<file path="config.mk">
export PLATFORM = sky130hd
export DESIGN_NAME = asv_axis_supervisor
export DESIGN_NICKNAME = d
export VERILOG_FILES = /design/src/asv_axis_supervisor.v
export VERILOG_INCLUDE_DIRS = /design/src
export SDC_FILE = /design/constraint.sdc
export NUM_CORES = 2
export LEC_CHECK = 0
export BUFFER_PORTS_ARGS = -buffer_cell sky130_fd_sc_hd__buf_2
export CAP_MARGIN = 10
export CORE_ASPECT_RATIO = 0.8
export CORE_MARGIN = 2
export CORE_UTILIZATION = 35
export DETAILED_ROUTE_END_ITERATION = 10
export PLACE_DENSITY = 0.48
export SLEW_MARGIN = 20
export SYNTH_ARGS = -nofsm -noshare
export SYNTH_HDL_FRONTEND = slang
export SYNTH_SLANG_ARGS = --single-unit
export TNS_END_PERCENT = 50
</file>
<file path="constraint.sdc">
create_clock -name CLK -period 19.2 [get_ports CLK]
set_input_delay 4.8 -clock CLK [delete_from_list [all_inputs] [get_ports CLK]]
set_output_delay 4.8 -clock CLK [all_outputs]
set_load 0.005 [all_outputs]
</file>
<file path="src/asv_defs.vh">
`ifndef ASV_DEFS_VH
`define ASV_DEFS_VH

// ==========================================================
// Register byte offsets
`define ASV_OFF_CTRL    8'h00
`define ASV_OFF_COEF    8'h04
`define ASV_OFF_CFG     8'h08
`define ASV_OFF_CMD     8'h0C
`define ASV_OFF_STAT    8'h10
`define ASV_OFF_EVT     8'h14
`define ASV_OFF_CAPT    8'h18
`define ASV_OFF_SPD     8'h1C

// ==========================================================
// Control word bits
`define ASV_CTL_PAUSE   0
`define ASV_CTL_AUTO    1
`define ASV_CTL_RUN     2
`define ASV_CTL_COMM    3
`define ASV_CTL_STOP    4
`define ASV_CTL_BLKERR  5
`define ASV_CTRL_W      6
`define ASV_CTRL_RST    6'h00
`define ASV_EVACK_BIT   0

// Speed modulation coefficient
`define ASV_COEF_RST    16'h03E8
`define ASV_COEF_DIV    32'h000003E8

// Movement command word fields
`define ASV_CMD_CODE    7:0
`define ASV_CMD_EVEN    12
`define ASV_CMD_SPD     31:16

// Instruction codes
`define ASV_CODE_AWAIT  8'h05
`define ASV_CODE_CAPT   8'h07
`define ASV_CODE_STOP   8'h09
`define ASV_CODE_UNTS   8'h0A
`define ASV_CODE_UNTC   8'h0B

// Event cause bits
`define ASV_EV_CAPT     0
`define ASV_EV_HIT      1
`define ASV_EV_TOUT     2
`define ASV_EV_UNTIL    3

// Synchronised pin indexes
`define ASV_IN_STOK     0
`define ASV_IN_REST     1
`define ASV_IN_DONE     2
`define ASV_IN_PASS     3
`define ASV_IN_EVT      4
`define ASV_IN_N        5

// Timing and sizes
`define ASV_ST_CYCLES   16
`define ASV_Q_DEPTH     2

`endif

</file>
<file path="src/asv_axis_supervisor.v">
// Added by the designer: the register offsets and the AHB-Lite slave port.
`include "asv_defs.vh"

module asv_axis_supervisor #(
  parameter SELFTEST_CYCLES = `ASV_ST_CYCLES
) (
  // Clock and reset
  input  wire        CLK,
  input  wire        RESET,
  // AHB-Lite slave
  input  wire        HSEL,
  input  wire [31:0] HADDR,
  input  wire [1:0]  HTRANS,
  input  wire        HWRITE,
  input  wire [2:0]  HSIZE,
  input  wire [31:0] HWDATA,
  input  wire        HREADY,
  output wire [31:0] HRDATA,
  output wire        HREADYOUT,
  output wire        HRESP,
  // Motion engine pins
  input  wire        SELFTEST_OK,
  input  wire        AT_REST,
  input  wire        MOVE_DONE,
  input  wire        TARGET_PASSED,
  input  wire        EVENT_IN,
  input  wire [31:0] POSITION,
  // Motion engine orders
  output wire        MOVE_START,
  output wire [7:0]  MOVE_CODE,
  output wire [31:0] MOVE_SPEED,
  output wire        DECEL_REQ,
  output wire        OUT_ENABLE,
  // Status to controller
  output wire        EVT_TASK,
  output wire        PAUSED,
  output wire        FEED_HOLD
);

  // ==========================================================
  // Modes
  localparam [2:0] M_TEST = 3'h0;
  localparam [2:0] M_CHK  = 3'h1;
  localparam [2:0] M_OFF  = 3'h2;
  localparam [2:0] M_RUN  = 3'h3;
  localparam [2:0] M_STOP = 3'h4;
  localparam [2:0] M_ERR  = 3'h5;
  localparam integer ST_LAST = SELFTEST_CYCLES - 1;

  // Product of base speed and coefficient, divided by 1000
  function [31:0] scale_spd;
    input [15:0] f;
    input [15:0] c;
    reg   [31:0] p;
    begin
      p = f * c;
      scale_spd = p / `ASV_COEF_DIV;
    end
  endfunction

  // ==========================================================
  // Pin synchronisers with agreement filter
  wire [`ASV_IN_N-1:0] pins = {EVENT_IN, TARGET_PASSED, MOVE_DONE, AT_REST, SELFTEST_OK};
  wire [`ASV_IN_N-1:0] flt_r;
  reg  [`ASV_IN_N-1:0] prev_r;
  genvar g;
  generate
    for (g = 0; g < `ASV_IN_N; g = g + 1) begin : g_sync
      reg s1_r;
      reg s2_r;
      reg s3_r;
      reg f_r;
      // Three stages; level taken once stages two and three agree
      always @(posedge CLK or posedge RESET) begin
        if (RESET) begin
          s1_r     <= 1'b0;
          s2_r     <= 1'b0;
          s3_r     <= 1'b0;
          f_r      <= 1'b0;
        end else begin
          s1_r <= pins[g];
          s2_r <= s1_r;
          s3_r <= s2_r;
          if (s2_r == s3_r)
            f_r <= s3_r;
        end
      end
      // Filtered level of this pin
      assign flt_r[g] = f_r;
    end
  endgenerate

  // Edge history
  always @(posedge CLK or posedge RESET) begin
    if (RESET)
      prev_r <= {`ASV_IN_N{1'b0}};
    else
      prev_r <= flt_r;
  end

  wire at_rest = flt_r[`ASV_IN_REST];
  wire done_p  = flt_r[`ASV_IN_DONE] & ~prev_r[`ASV_IN_DONE];
  wire evt_p   = flt_r[`ASV_IN_EVT] & ~prev_r[`ASV_IN_EVT];

  // ==========================================================
  // AHB-Lite slave: one wait state, registered answer
  reg        dp_r;
  reg        dp_wr_r;
  reg [7:0]  dp_adr_r;
  reg        hready_r;
  reg [31:0] hrdata_r;
  reg [31:0] rd_mux;
  wire       acc   = HSEL & HTRANS[1] & HREADY;
  wire       wr_en = dp_r & dp_wr_r;

  always @(posedge CLK or posedge RESET) begin
    if (RESET) begin
      dp_r     <= 1'b0;
      dp_wr_r  <= 1'b0;
      dp_adr_r <= 8'h00;
      hready_r <= 1'b1;
      hrdata_r <= 32'h00000000;
    end else if (acc) begin
      dp_r     <= 1'b1;
      dp_wr_r  <= HWRITE;
      dp_adr_r <= HADDR[7:0];
      hready_r <= 1'b0;
    end else if (dp_r) begin
      dp_r     <= 1'b0;
      hready_r <= 1'b1;
      if (!dp_wr_r)
        hrdata_r <= rd_mux;
    end
  end

  assign HRDATA    = hrdata_r;
  assign HREADYOUT = hready_r;
  assign HRESP     = 1'b0;

  // ==========================================================
  // Software registers
  reg [`ASV_CTRL_W-1:0] ctrl_r;
  reg [15:0]            coef_r;
  reg [31:0]            cfg_r;
  wire cfg_wr = wr_en & (dp_adr_r == `ASV_OFF_CFG);
  wire ev_ack = wr_en & (dp_adr_r == `ASV_OFF_EVT) & HWDATA[`ASV_EVACK_BIT];

  always @(posedge CLK or posedge RESET) begin
    if (RESET) begin
      ctrl_r <= `ASV_CTRL_RST;
      coef_r <= `ASV_COEF_RST;
      cfg_r  <= 32'h00000000;
    end else if (wr_en) begin
      if (dp_adr_r == `ASV_OFF_CTRL)
        ctrl_r <= HWDATA[`ASV_CTRL_W-1:0];
      if (dp_adr_r == `ASV_OFF_COEF)
        coef_r <= HWDATA[15:0];
      if (cfg_wr)
        cfg_r <= HWDATA;
    end
  end

  wire pause_req = ctrl_r[`ASV_CTL_PAUSE];
  wire auto_m    = ctrl_r[`ASV_CTL_AUTO];
  wire plc_run   = ctrl_r[`ASV_CTL_RUN] & ctrl_r[`ASV_CTL_COMM];
  wire abort     = ctrl_r[`ASV_CTL_STOP] | ctrl_r[`ASV_CTL_BLKERR];

  // ==========================================================
  // Operating mode machine
  reg [2:0]  mode_r;
  reg [15:0] st_cnt_r;
  reg        recfg_r;

  always @(posedge CLK or posedge RESET) begin
    if (RESET) begin
      mode_r   <= M_TEST;
      st_cnt_r <= 16'h0000;
      recfg_r  <= 1'b0;
    end else begin
      case (mode_r)
        M_TEST: begin
          st_cnt_r <= st_cnt_r + 16'h0001;
          if (st_cnt_r == ST_LAST[15:0])
            mode_r <= flt_r[`ASV_IN_STOK] ? M_CHK : M_ERR;
        end
        M_CHK: mode_r <= (cfg_r != 32'h00000000) ? M_OFF : M_ERR;
        M_OFF: begin
          if (cfg_wr)
            mode_r <= M_CHK;
          else if (plc_run)
            mode_r <= M_RUN;
        end
        M_RUN: begin
          if (cfg_wr) begin
            recfg_r <= 1'b1;
            mode_r  <= M_STOP;
          end else if (!plc_run)
            mode_r <= M_STOP;
        end
        M_STOP: begin
          if (cfg_wr)
            recfg_r <= 1'b1;
          if (at_rest) begin
            mode_r  <= (recfg_r | cfg_wr) ? M_CHK : M_OFF;
            recfg_r <= 1'b0;
          end
        end
        M_ERR: begin
          if (cfg_wr)
            mode_r <= M_CHK;
        end
        default: mode_r <= M_TEST;
      endcase
    end
  end

  wire run_m = (mode_r == M_RUN);
  wire cfg_ok = ((mode_r == M_OFF) | run_m | (mode_r == M_STOP)) & ~recfg_r;

  // ==========================================================
  // Movement sequencer with command buffer
  reg [31:0] q_r [0:`ASV_Q_DEPTH-1];
  reg [1:0]  q_cnt_r;
  reg [31:0] exec_r;
  reg        exec_v_r;
  reg        paused_r;
  reg        hold_r;
  reg        passed_r;
  integer    i;

  wire [7:0] ecode    = exec_r[`ASV_CMD_CODE];
  wire       stop_typ = (ecode == `ASV_CODE_STOP) | (ecode == `ASV_CODE_UNTS);
  wire       coef_nz  = (coef_r != 16'h0000);
  wire       q_room   = (q_cnt_r < `ASV_Q_DEPTH);
  wire       push     = wr_en & (dp_adr_r == `ASV_OFF_CMD) & run_m & q_room;
  wire       fin      = exec_v_r & ~hold_r & (done_p | (ecode == `ASV_CODE_CAPT) |
                        ((ecode == `ASV_CODE_AWAIT) & evt_p));
  wire       pause_tk = fin & auto_m & pause_req & stop_typ;
  wire       drop     = hold_r & coef_nz & passed_r;
  wire       resume   = hold_r & coef_nz & ~passed_r & run_m & ~abort;
  wire       pop      = run_m & ~abort & (q_cnt_r != 2'h0) & (~exec_v_r | fin | drop) &
                        ~pause_tk & ~paused_r & (~hold_r | drop);
  wire [1:0] wr_idx   = q_cnt_r - {1'b0, pop};

  always @(posedge CLK or posedge RESET) begin
    if (RESET) begin
      for (i = 0; i < `ASV_Q_DEPTH; i = i + 1)
        q_r[i] <= 32'h00000000;
      q_cnt_r  <= 2'h0;
      exec_r   <= 32'h00000000;
      exec_v_r <= 1'b0;
      paused_r <= 1'b0;
      hold_r   <= 1'b0;
      passed_r <= 1'b0;
    end else if (!run_m || abort) begin
      q_cnt_r  <= 2'h0;
      exec_v_r <= 1'b0;
      paused_r <= 1'b0;
      hold_r   <= 1'b0;
      passed_r <= 1'b0;
    end else begin
      if (pop) begin
        exec_r   <= q_r[0];
        exec_v_r <= 1'b1;
      end else if (fin || drop)
        exec_v_r <= 1'b0;
      // Shift on pop, append on push
      for (i = 0; i < `ASV_Q_DEPTH; i = i + 1) begin
        if (pop && i < `ASV_Q_DEPTH - 1)
          q_r[i] <= q_r[i+1];
        if (push && i == wr_idx)
          q_r[i] <= HWDATA;
      end
      q_cnt_r <= q_cnt_r + {1'b0, push} - {1'b0, pop};
      // Standby after a stop move; leaves once request drops
      if (pause_tk)
        paused_r <= 1'b1;
      else if (!pause_req || !auto_m)
        paused_r <= 1'b0;
      // Feed hold in automatic mode: set by a zero coefficient during a move, cleared when it is non-zero
      if (!coef_nz && exec_v_r && auto_m)
        hold_r <= 1'b1;
      else if (coef_nz)
        hold_r <= 1'b0;
      if (!hold_r)
        passed_r <= 1'b0;
      else if (at_rest && flt_r[`ASV_IN_PASS])
        passed_r <= 1'b1;
    end
  end

  // ==========================================================
  // Event trigger generation
  reg        cap_arm_r;
  reg        cap_en_r;
  reg        cap_done_r;
  reg [31:0] cap_stage_r;
  reg [3:0]  ev_flags_r;
  reg        ev_ovr_r;
  reg        ev_pend_r;
  reg [31:0] capt_pub_r;
  reg        evt_task_r;
  reg [3:0]  cause;

  wire e_en = exec_v_r & exec_r[`ASV_CMD_EVEN];

  // Cause of a trigger in this cycle
  always @* begin
    cause = 4'h0;
    cause[`ASV_EV_UNTIL] = e_en & evt_p &
                           ((ecode == `ASV_CODE_UNTS) | (ecode == `ASV_CODE_UNTC));
    cause[`ASV_EV_HIT]   = e_en & evt_p & (ecode == `ASV_CODE_AWAIT);
    cause[`ASV_EV_TOUT]  = e_en & done_p & ~evt_p & (ecode == `ASV_CODE_AWAIT);
    cause[`ASV_EV_CAPT]  = cap_done_r;
  end

  wire trig = |cause;

  always @(posedge CLK or posedge RESET) begin
    if (RESET) begin
      cap_arm_r   <= 1'b0;
      cap_en_r    <= 1'b0;
      cap_done_r  <= 1'b0;
      cap_stage_r <= 32'h00000000;
      ev_flags_r  <= 4'h0;
      ev_ovr_r    <= 1'b0;
      ev_pend_r   <= 1'b0;
      capt_pub_r  <= 32'h00000000;
      evt_task_r  <= 1'b0;
    end else begin
      // Capture armed by its instruction, stored on the event
      cap_done_r <= 1'b0;
      if (!run_m) begin
        cap_arm_r <= 1'b0;
      end else if (pop && q_r[0][`ASV_CMD_CODE] == `ASV_CODE_CAPT) begin
        cap_arm_r <= 1'b1;
        cap_en_r  <= q_r[0][`ASV_CMD_EVEN];
      end else if (cap_arm_r && evt_p) begin
        cap_arm_r   <= 1'b0;
        cap_stage_r <= POSITION;
        cap_done_r  <= cap_en_r;
      end
      // Publish only on a trigger; set wins over acknowledge
      evt_task_r <= trig;
      if (trig) begin
        ev_flags_r <= cause;
        ev_ovr_r   <= ev_pend_r | (cap_arm_r & evt_p & cap_done_r);
        ev_pend_r  <= 1'b1;
        if (cause[`ASV_EV_CAPT])
          capt_pub_r <= cap_stage_r;
      end else if (ev_ack) begin
        ev_pend_r <= 1'b0;
        ev_ovr_r  <= 1'b0;
      end
    end
  end

  // ==========================================================
  // Orders toward the motion engine
  reg        mv_start_r;
  reg [7:0]  mv_code_r;
  reg [31:0] mv_spd_r;
  reg        decel_r;
  reg        out_en_r;

  always @(posedge CLK or posedge RESET) begin
    if (RESET) begin
      mv_start_r <= 1'b0;
      mv_code_r  <= 8'h00;
      mv_spd_r   <= 32'h00000000;
      decel_r    <= 1'b0;
      out_en_r   <= 1'b0;
    end else begin
      mv_start_r <= pop | resume;
      if (pop) begin
        mv_code_r <= q_r[0][`ASV_CMD_CODE];
        mv_spd_r  <= scale_spd(q_r[0][`ASV_CMD_SPD], coef_r);
      end else if (resume) begin
        mv_spd_r  <= scale_spd(exec_r[`ASV_CMD_SPD], coef_r);
      end
      decel_r  <= (hold_r & ~coef_nz) | (mode_r == M_STOP) | (run_m & abort);
      out_en_r <= run_m | (mode_r == M_STOP);
    end
  end

  assign MOVE_START = mv_start_r;
  assign MOVE_CODE  = mv_code_r;
  assign MOVE_SPEED = mv_spd_r;
  assign DECEL_REQ  = decel_r;
  assign OUT_ENABLE = out_en_r;
  assign EVT_TASK   = evt_task_r;
  assign PAUSED     = paused_r;
  assign FEED_HOLD  = hold_r;

  // ==========================================================
  // Read multiplexer; unmapped reads as zero
  always @* begin
    case (dp_adr_r)
      `ASV_OFF_CTRL: rd_mux = {26'h0000000, ctrl_r};
      `ASV_OFF_COEF: rd_mux = {16'h0000, coef_r};
      `ASV_OFF_CFG:  rd_mux = cfg_r;
      `ASV_OFF_STAT: rd_mux = {20'h00000, q_cnt_r, mode_r, (mode_r == M_ERR), cfg_ok,
                               hold_r, paused_r, exec_v_r, (~exec_v_r & (q_cnt_r == 2'h0)), q_room};
      `ASV_OFF_EVT:  rd_mux = {26'h0000000, ev_pend_r, ev_ovr_r, ev_flags_r};
      `ASV_OFF_CAPT: rd_mux = capt_pub_r;
      `ASV_OFF_SPD:  rd_mux = mv_spd_r;
      default:       rd_mux = 32'h00000000;
    endcase
  end

endmodule

</file>
* After elaboration in Yosys (flattened, before gate mapping) *
Cells that the tools add are included.

storage, ports and cells
  bits in registers = 361
  logic and storage cells = 253
  bits of input ports = 111
  output and inout bits = 80

operators by class
  eq/ne operators = 32
  $add $sub $neg = 4
  mux-type cells = 44
  div/mod/pow operators = 2
  multiply operators = 2
  magnitude comparators = 1
  bitwise logic cells = 73
  reductions and logical operators = 41

operator list
  kind                      count
  $pmux W32 S7              1
  $mux W32                  4
  $div A32 B10 Y32 const B  2
  $mul A16 B16 Y32          2
  $and A1 B1 Y1             42
  $eq A8 B4 Y1 const B      5
  $eq A8 B3 Y1 const B      4
  $eq A8 B5 Y1 const B      4
  $reduce_bool A32 Y1       1
  $mux W3                   9
  $mux W1                   26
  $pmux W3 S6               1
  $add A16 B1 Y16 const B   1
  $eq A16 B4 Y1 const B     1
  $or A1 B1 Y1              16
  $reduce_and A2 Y1         8
  $reduce_bool A16 Y1       1
  $not A1 Y1                15
  $reduce_bool A2 Y1        6
  $reduce_bool A3 Y1        3
  $logic_not A8 Y1          1
  $logic_and A1 B1 Y1       7
  $eq A3 B2 Y1 const B      2
  $eq A3 B3 Y1 const B      2
  other kinds (18)          35

* Depth between registers and ports, before layout *
  word-level depth = 17
  gate-level depth with buffers = 88
  mapped depth without buffers = 74

* Least setup slack after synthesis *
Ideal clock, no wire load.

  path type = reg2reg
  from = register coef_r[3]
  to = register mv_spd_r[0], in the netlist MOVE_SPEED[0]
  arrival time = 20.724 ns
  path buffers = 5
  library setup time = 0.088 ns
  period minus slack after synthesis = 20.812 ns
  data required time = 19.112 ns
  path slack = -1.612 ns
  stages on the path, launching flop included = 79
  cells stage by stage = dfstp_2 -> buf_2 -> clkbuf_1 -> nand2_1 -> fa_1 -> inv_1 -> fa_1 -> inv_1 -> fa_1 -> inv_1 -> fa_1 -> fa_1 -> inv_1 -> fa_1 -> inv_1 -> ha_1 -> a21oi_1 -> o22ai_1 -> (+43 left out) -> or4b_1 -> buf_4 -> a21oi_2 -> mux2i_1 -> o21ai_0 -> o211a_1 -> a2111oi_4 -> a211oi_4 -> a31oi_2 -> o211a_1 -> o211ai_1 -> o31a_1 -> buf_6 -> mux2i_1 -> xnor2_1 -> a31o_1 -> a2111o_1 -> a41oi_1

on the way
  longest elaborated chain between the ends = 9
  elaborated cells on any way between the ends = 19
  classes of those cells = mul (2); div (2); mux (2); bitwise (11); reduce/logical (2)

ends and longest elaborated chain
  element                                                   line                       source
  start: declaration                                        asv_axis_supervisor.v:143  reg [15:0] coef_r;
  start signal: assignment                                  asv_axis_supervisor.v:151  coef_r <= `ASV_COEF_RST;
  start signal: assignment                                  asv_axis_supervisor.v:157  coef_r <= HWDATA[15:0];
  branches (longest 9 deep; another with $mul A16 B16 Y32)  -
  end signal: assignment                                    asv_axis_supervisor.v:377  mv_spd_r <= scale_spd(q_r[0][`ASV_CMD_SPD], coef_r);
  end signal: assignment                                    asv_axis_supervisor.v:379  mv_spd_r <= scale_spd(exec_r[`ASV_CMD_SPD], coef_r);
  end: declaration                                          asv_axis_supervisor.v:362  reg [31:0] mv_spd_r;

Parallel ways; which one is timed is not known. The select of a mux whose other input is x is not followed.
A chain may end at the register's enable or synchronous reset.

* Worst setup path after layout *
  from = register coef_r[5]
  to = register mv_spd_r[0], in the netlist MOVE_SPEED[0]

Same word-level chain as after synthesis.

==> impl_metrics.yaml <==
pwr:
  power_density_nw_per_um2: 137
  total_power_mw: 6.82
  ir_worst_vdd_mv: 0.456
  leakage_nw: 24.2
clock_network:
  cts_buffers: 35
  hold_buffers: 0
  numClockSinks: 328
  clock_latency_ns: 0.57
  clockBufferDepth: 3
  clkTransAtPathRegs_ns: 0.06
  cts-htree-levels: 2
  cts_tree: "done"
  clock-root-buffer: "clkbuf_16"
placement:
  dp_worst_setup_slack_ns: -1.81
  place_congestion: 0.902
  port_buffers: 152
  dp_hpwl_microns: 95800
  dp.cells: 6230
worst_setup_path:
  reg2reg_slack_ns: -1.40
  cp.arrival_ns: 21.08
  cp_slowest_cell: "dfstp_2"
  cp.buffers_inverters: 17
  cp_top_family: "compound AO/OA/AOI/OAI gates"
  cp-end-kind: "flop"
  crit_cells: 85
  slowest_delay_ns: 0.62
  cpMostUsedCell: "buf_4"
  startpoint: "coef_r[5]"
  rr_startpoint: "coef_r[5]"
  start_kind: "flop"
  timing.rr.end: "MOVE_SPEED[0]"
  worst-setup-path-type: "reg2reg"
  ff2ff_path_depth: 85
  required_ns: 19.68
  crit_fanout: 10
  setup.worst_path.end: "MOVE_SPEED[0]"
finish:
  layout_common_cells: "buf_4 (835), nand2_1 (528), inv_1 (415)"
  syn2layout_area_growth_pct: 32.3
  layout-drive-gt1-share_pct: 33.3
  layout.nets: 5667
  final_common_cell: "buf_4"
  fin_cells: 6399
global_route:
  grt_antenna_before_repair: 2
  grt_use_total_pct: 22.1
  grt_max_degree: 133
  grt_pass1_vias: 32919
  grt_pass1_wl_microns: 192000
  overflow: 0
sta:
  setup_slack_ns: -1.40
  hold_viol: 0
  slew_violations: 0
  timing.slew.headroom_pct: 37.9
  worst_pin_slew_ns: 0.930
  fin_crit_sh_pct: 107
  clock_skew_ns: 0.0226
  rsz0062_at_grt: "yes"
  fmax_mhz: 48.5
  setup_violations: 3
  timing.final.crit_period_ns: 20.60
floorplanning:
  core_sq_um: 106000
  die_x_microns: 370
  rows: 107
  pin_count: 191
  start_util_pct: 35.3
  chipHeight_microns: 297
  dieArea_sq_um: 110000
status:
  violations: "setup timing"
  status: "complete, but fails checks"
yosys:
  yosysSeqAreaShare_pct: 21.9
  synth_ff_type: "dfrtp_1"
  syn-mean-instance-area_sq_um: 9.23
  synth_warnings: 0
  synthCells: 4069
  netlist-cell-type-count: 144
  syn-cell-area_sq_um: 37600
  synth_edf_count: 0
  async_reset_ff_share_pct: 100
  ys_seq_elements: 328
detailed_routing:
  routed_wl_microns: 121000
  drc: 0
  dr.pass1.iters: 6
  final_antenna_net_count: 0
  drt_first_iter_violations: 2125
  wl_per_cell_microns: 18.9
  vias_per_cell: 5.08
  vias: 32481
min_path:
  hold_path_class: "reg2reg"
run:
  drv_cap: 0
## logic make-up after synthesis
group	share of synthesized area (%)
adders and majority gates	28.0
muxes	6.98
xor gates and xnor gates	2.99
DFF	21.9
and+or+nand+nor	17.7
buffers and inverters	7.01
AOI/OAI and AO/OA	15.3
other	0.00998
## registers in the layout, summed over array words and instances, names as in the netlist, 6 cells and up
register and count:
dp_adr_r 8, coef_r 16, exec_r 25, st_cnt_r 16, capt_pub_r 32, MOVE_SPEED 23, MOVE_CODE 8, HRDATA 32
cfg_r 32, ctrl_r 6, q_r 50, cap_stage_r 32
## synth_stat cells, types with 15 or more instances
library cell  number  share of area [%]
a211o_1           15               0.35
a222oi_1          16               0.43
nand3_1           70               0.93
o21ai_1           19               0.25
o22ai_1           18               0.30
a211oi_1          28               0.56
clkbuf_1         144                1.4
xor2_1            44                1.0
nand2_1          540                5.4
inv_1            424                4.2
a22oi_1           27               0.54
xnor2_1           75                1.7
a31oi_1           36               0.60
and3_1            24               0.40
o211ai_1          35               0.70
mux2_2           172                5.2
a21oi_1          189                2.5
nor3_1            35               0.47
buf_2             18               0.24
o21a_1            20               0.40
fa_1             388                 21
mux2i_1           61                1.6
a21o_1            44               0.88
o21ai_0          113                1.5
buf_4             25               0.50
nor4_1            27               0.45
ha_1             212                7.1
nor2_1           184                1.8
nand2b_1          25               0.42
nand4_1           25               0.42
and2_1           300                5.0
dfrtp_1          321                 21
or3_1             21               0.35
## per-stage QoR
stage                     area, sq um  setup TNS (ns)  utilization [%]  hold slack (ns)
after floorplan                 38200           -1.14                -            0.331
after global placement          46000           -5.14             43.3            0.332
after detailed placement        46000           -4.77             43.3            0.335
after CTS                       49100           -2.17             46.1            0.348
after global routing            49700           -6.25             46.7            0.353
final                           49700           -3.18             46.7            0.346
## power breakdown
group	switching, mW	internal (mW)
registers	0.0303	0.717
logic	2.80	2.56
clock network	0.311	0.401
## worst reg2reg max path, delay by kind of cell (launching register included)
family	cells	cell delay, ns
muxes	2	0.57
xor gates and xnor gates	5	0.93
DFF	1	0.62
AOI/OAI and AO/OA	36	9.18
buffers and inverters	17	2.54
adders and majority gates	7	3.04
and+or+nand+nor	18	3.63
## final cells by class
| type | count | area, sq um |
|---|---|---|
| flip-flops and latches | 328 | 8220 |
| inverters | 426 | 1610 |
| multi-input cells | 3110 | 28700 |
| clock inverters | 13 | 158 |
| well taps | 1417 | 1770 |
| fillers | 10248 | 56800 |
| diodes | 1 | 2.50 |
| clock buffers | 49 | 1020 |
| repair buffers | 1055 | 8200 |
## routing by layer
metal,up-vias,global-route usage (%),part of all wire [%]
li1,15575,-,-
met1,16233,33.9,50
met2,571,33.0,43
met3,102,3.01,4.6
met4,0,4.23,1.8
met5,-,0,0
## how the worst min path moves through the flow
stage | from | to | slack (ns) | depth (start not counted)
2_1_floorplan | g_sync[0].s1_r | g_sync[0].s2_r | 0.33 | 0
3_3_place_gp | g_sync[4].s1_r | g_sync[4].s2_r | 0.33 | 0
3_5_place_dp | g_sync[1].s1_r | g_sync[1].s2_r | 0.33 | 0
4_1_cts | g_sync[1].s1_r | g_sync[1].s2_r | 0.35 | 0
5_1_grt | g_sync[2].s1_r | g_sync[2].s2_r | 0.35 | 0
6_report | g_sync[1].s1_r | g_sync[1].s2_r | 0.35 | 0
## timing repair
| item | in CTS | in global routing |
|---|---|---|
| hold endpoints to repair | 0 | 0 |
| cloned | 3 | 0 |
| pin swaps | 133 | 95 |
| gates resized for setup | 217 | 82 |
| setup buffers | 86 | 19 |
| endpoints found under the setup margin | 4 | 5 |
Power figures use the tool's default switching activity.
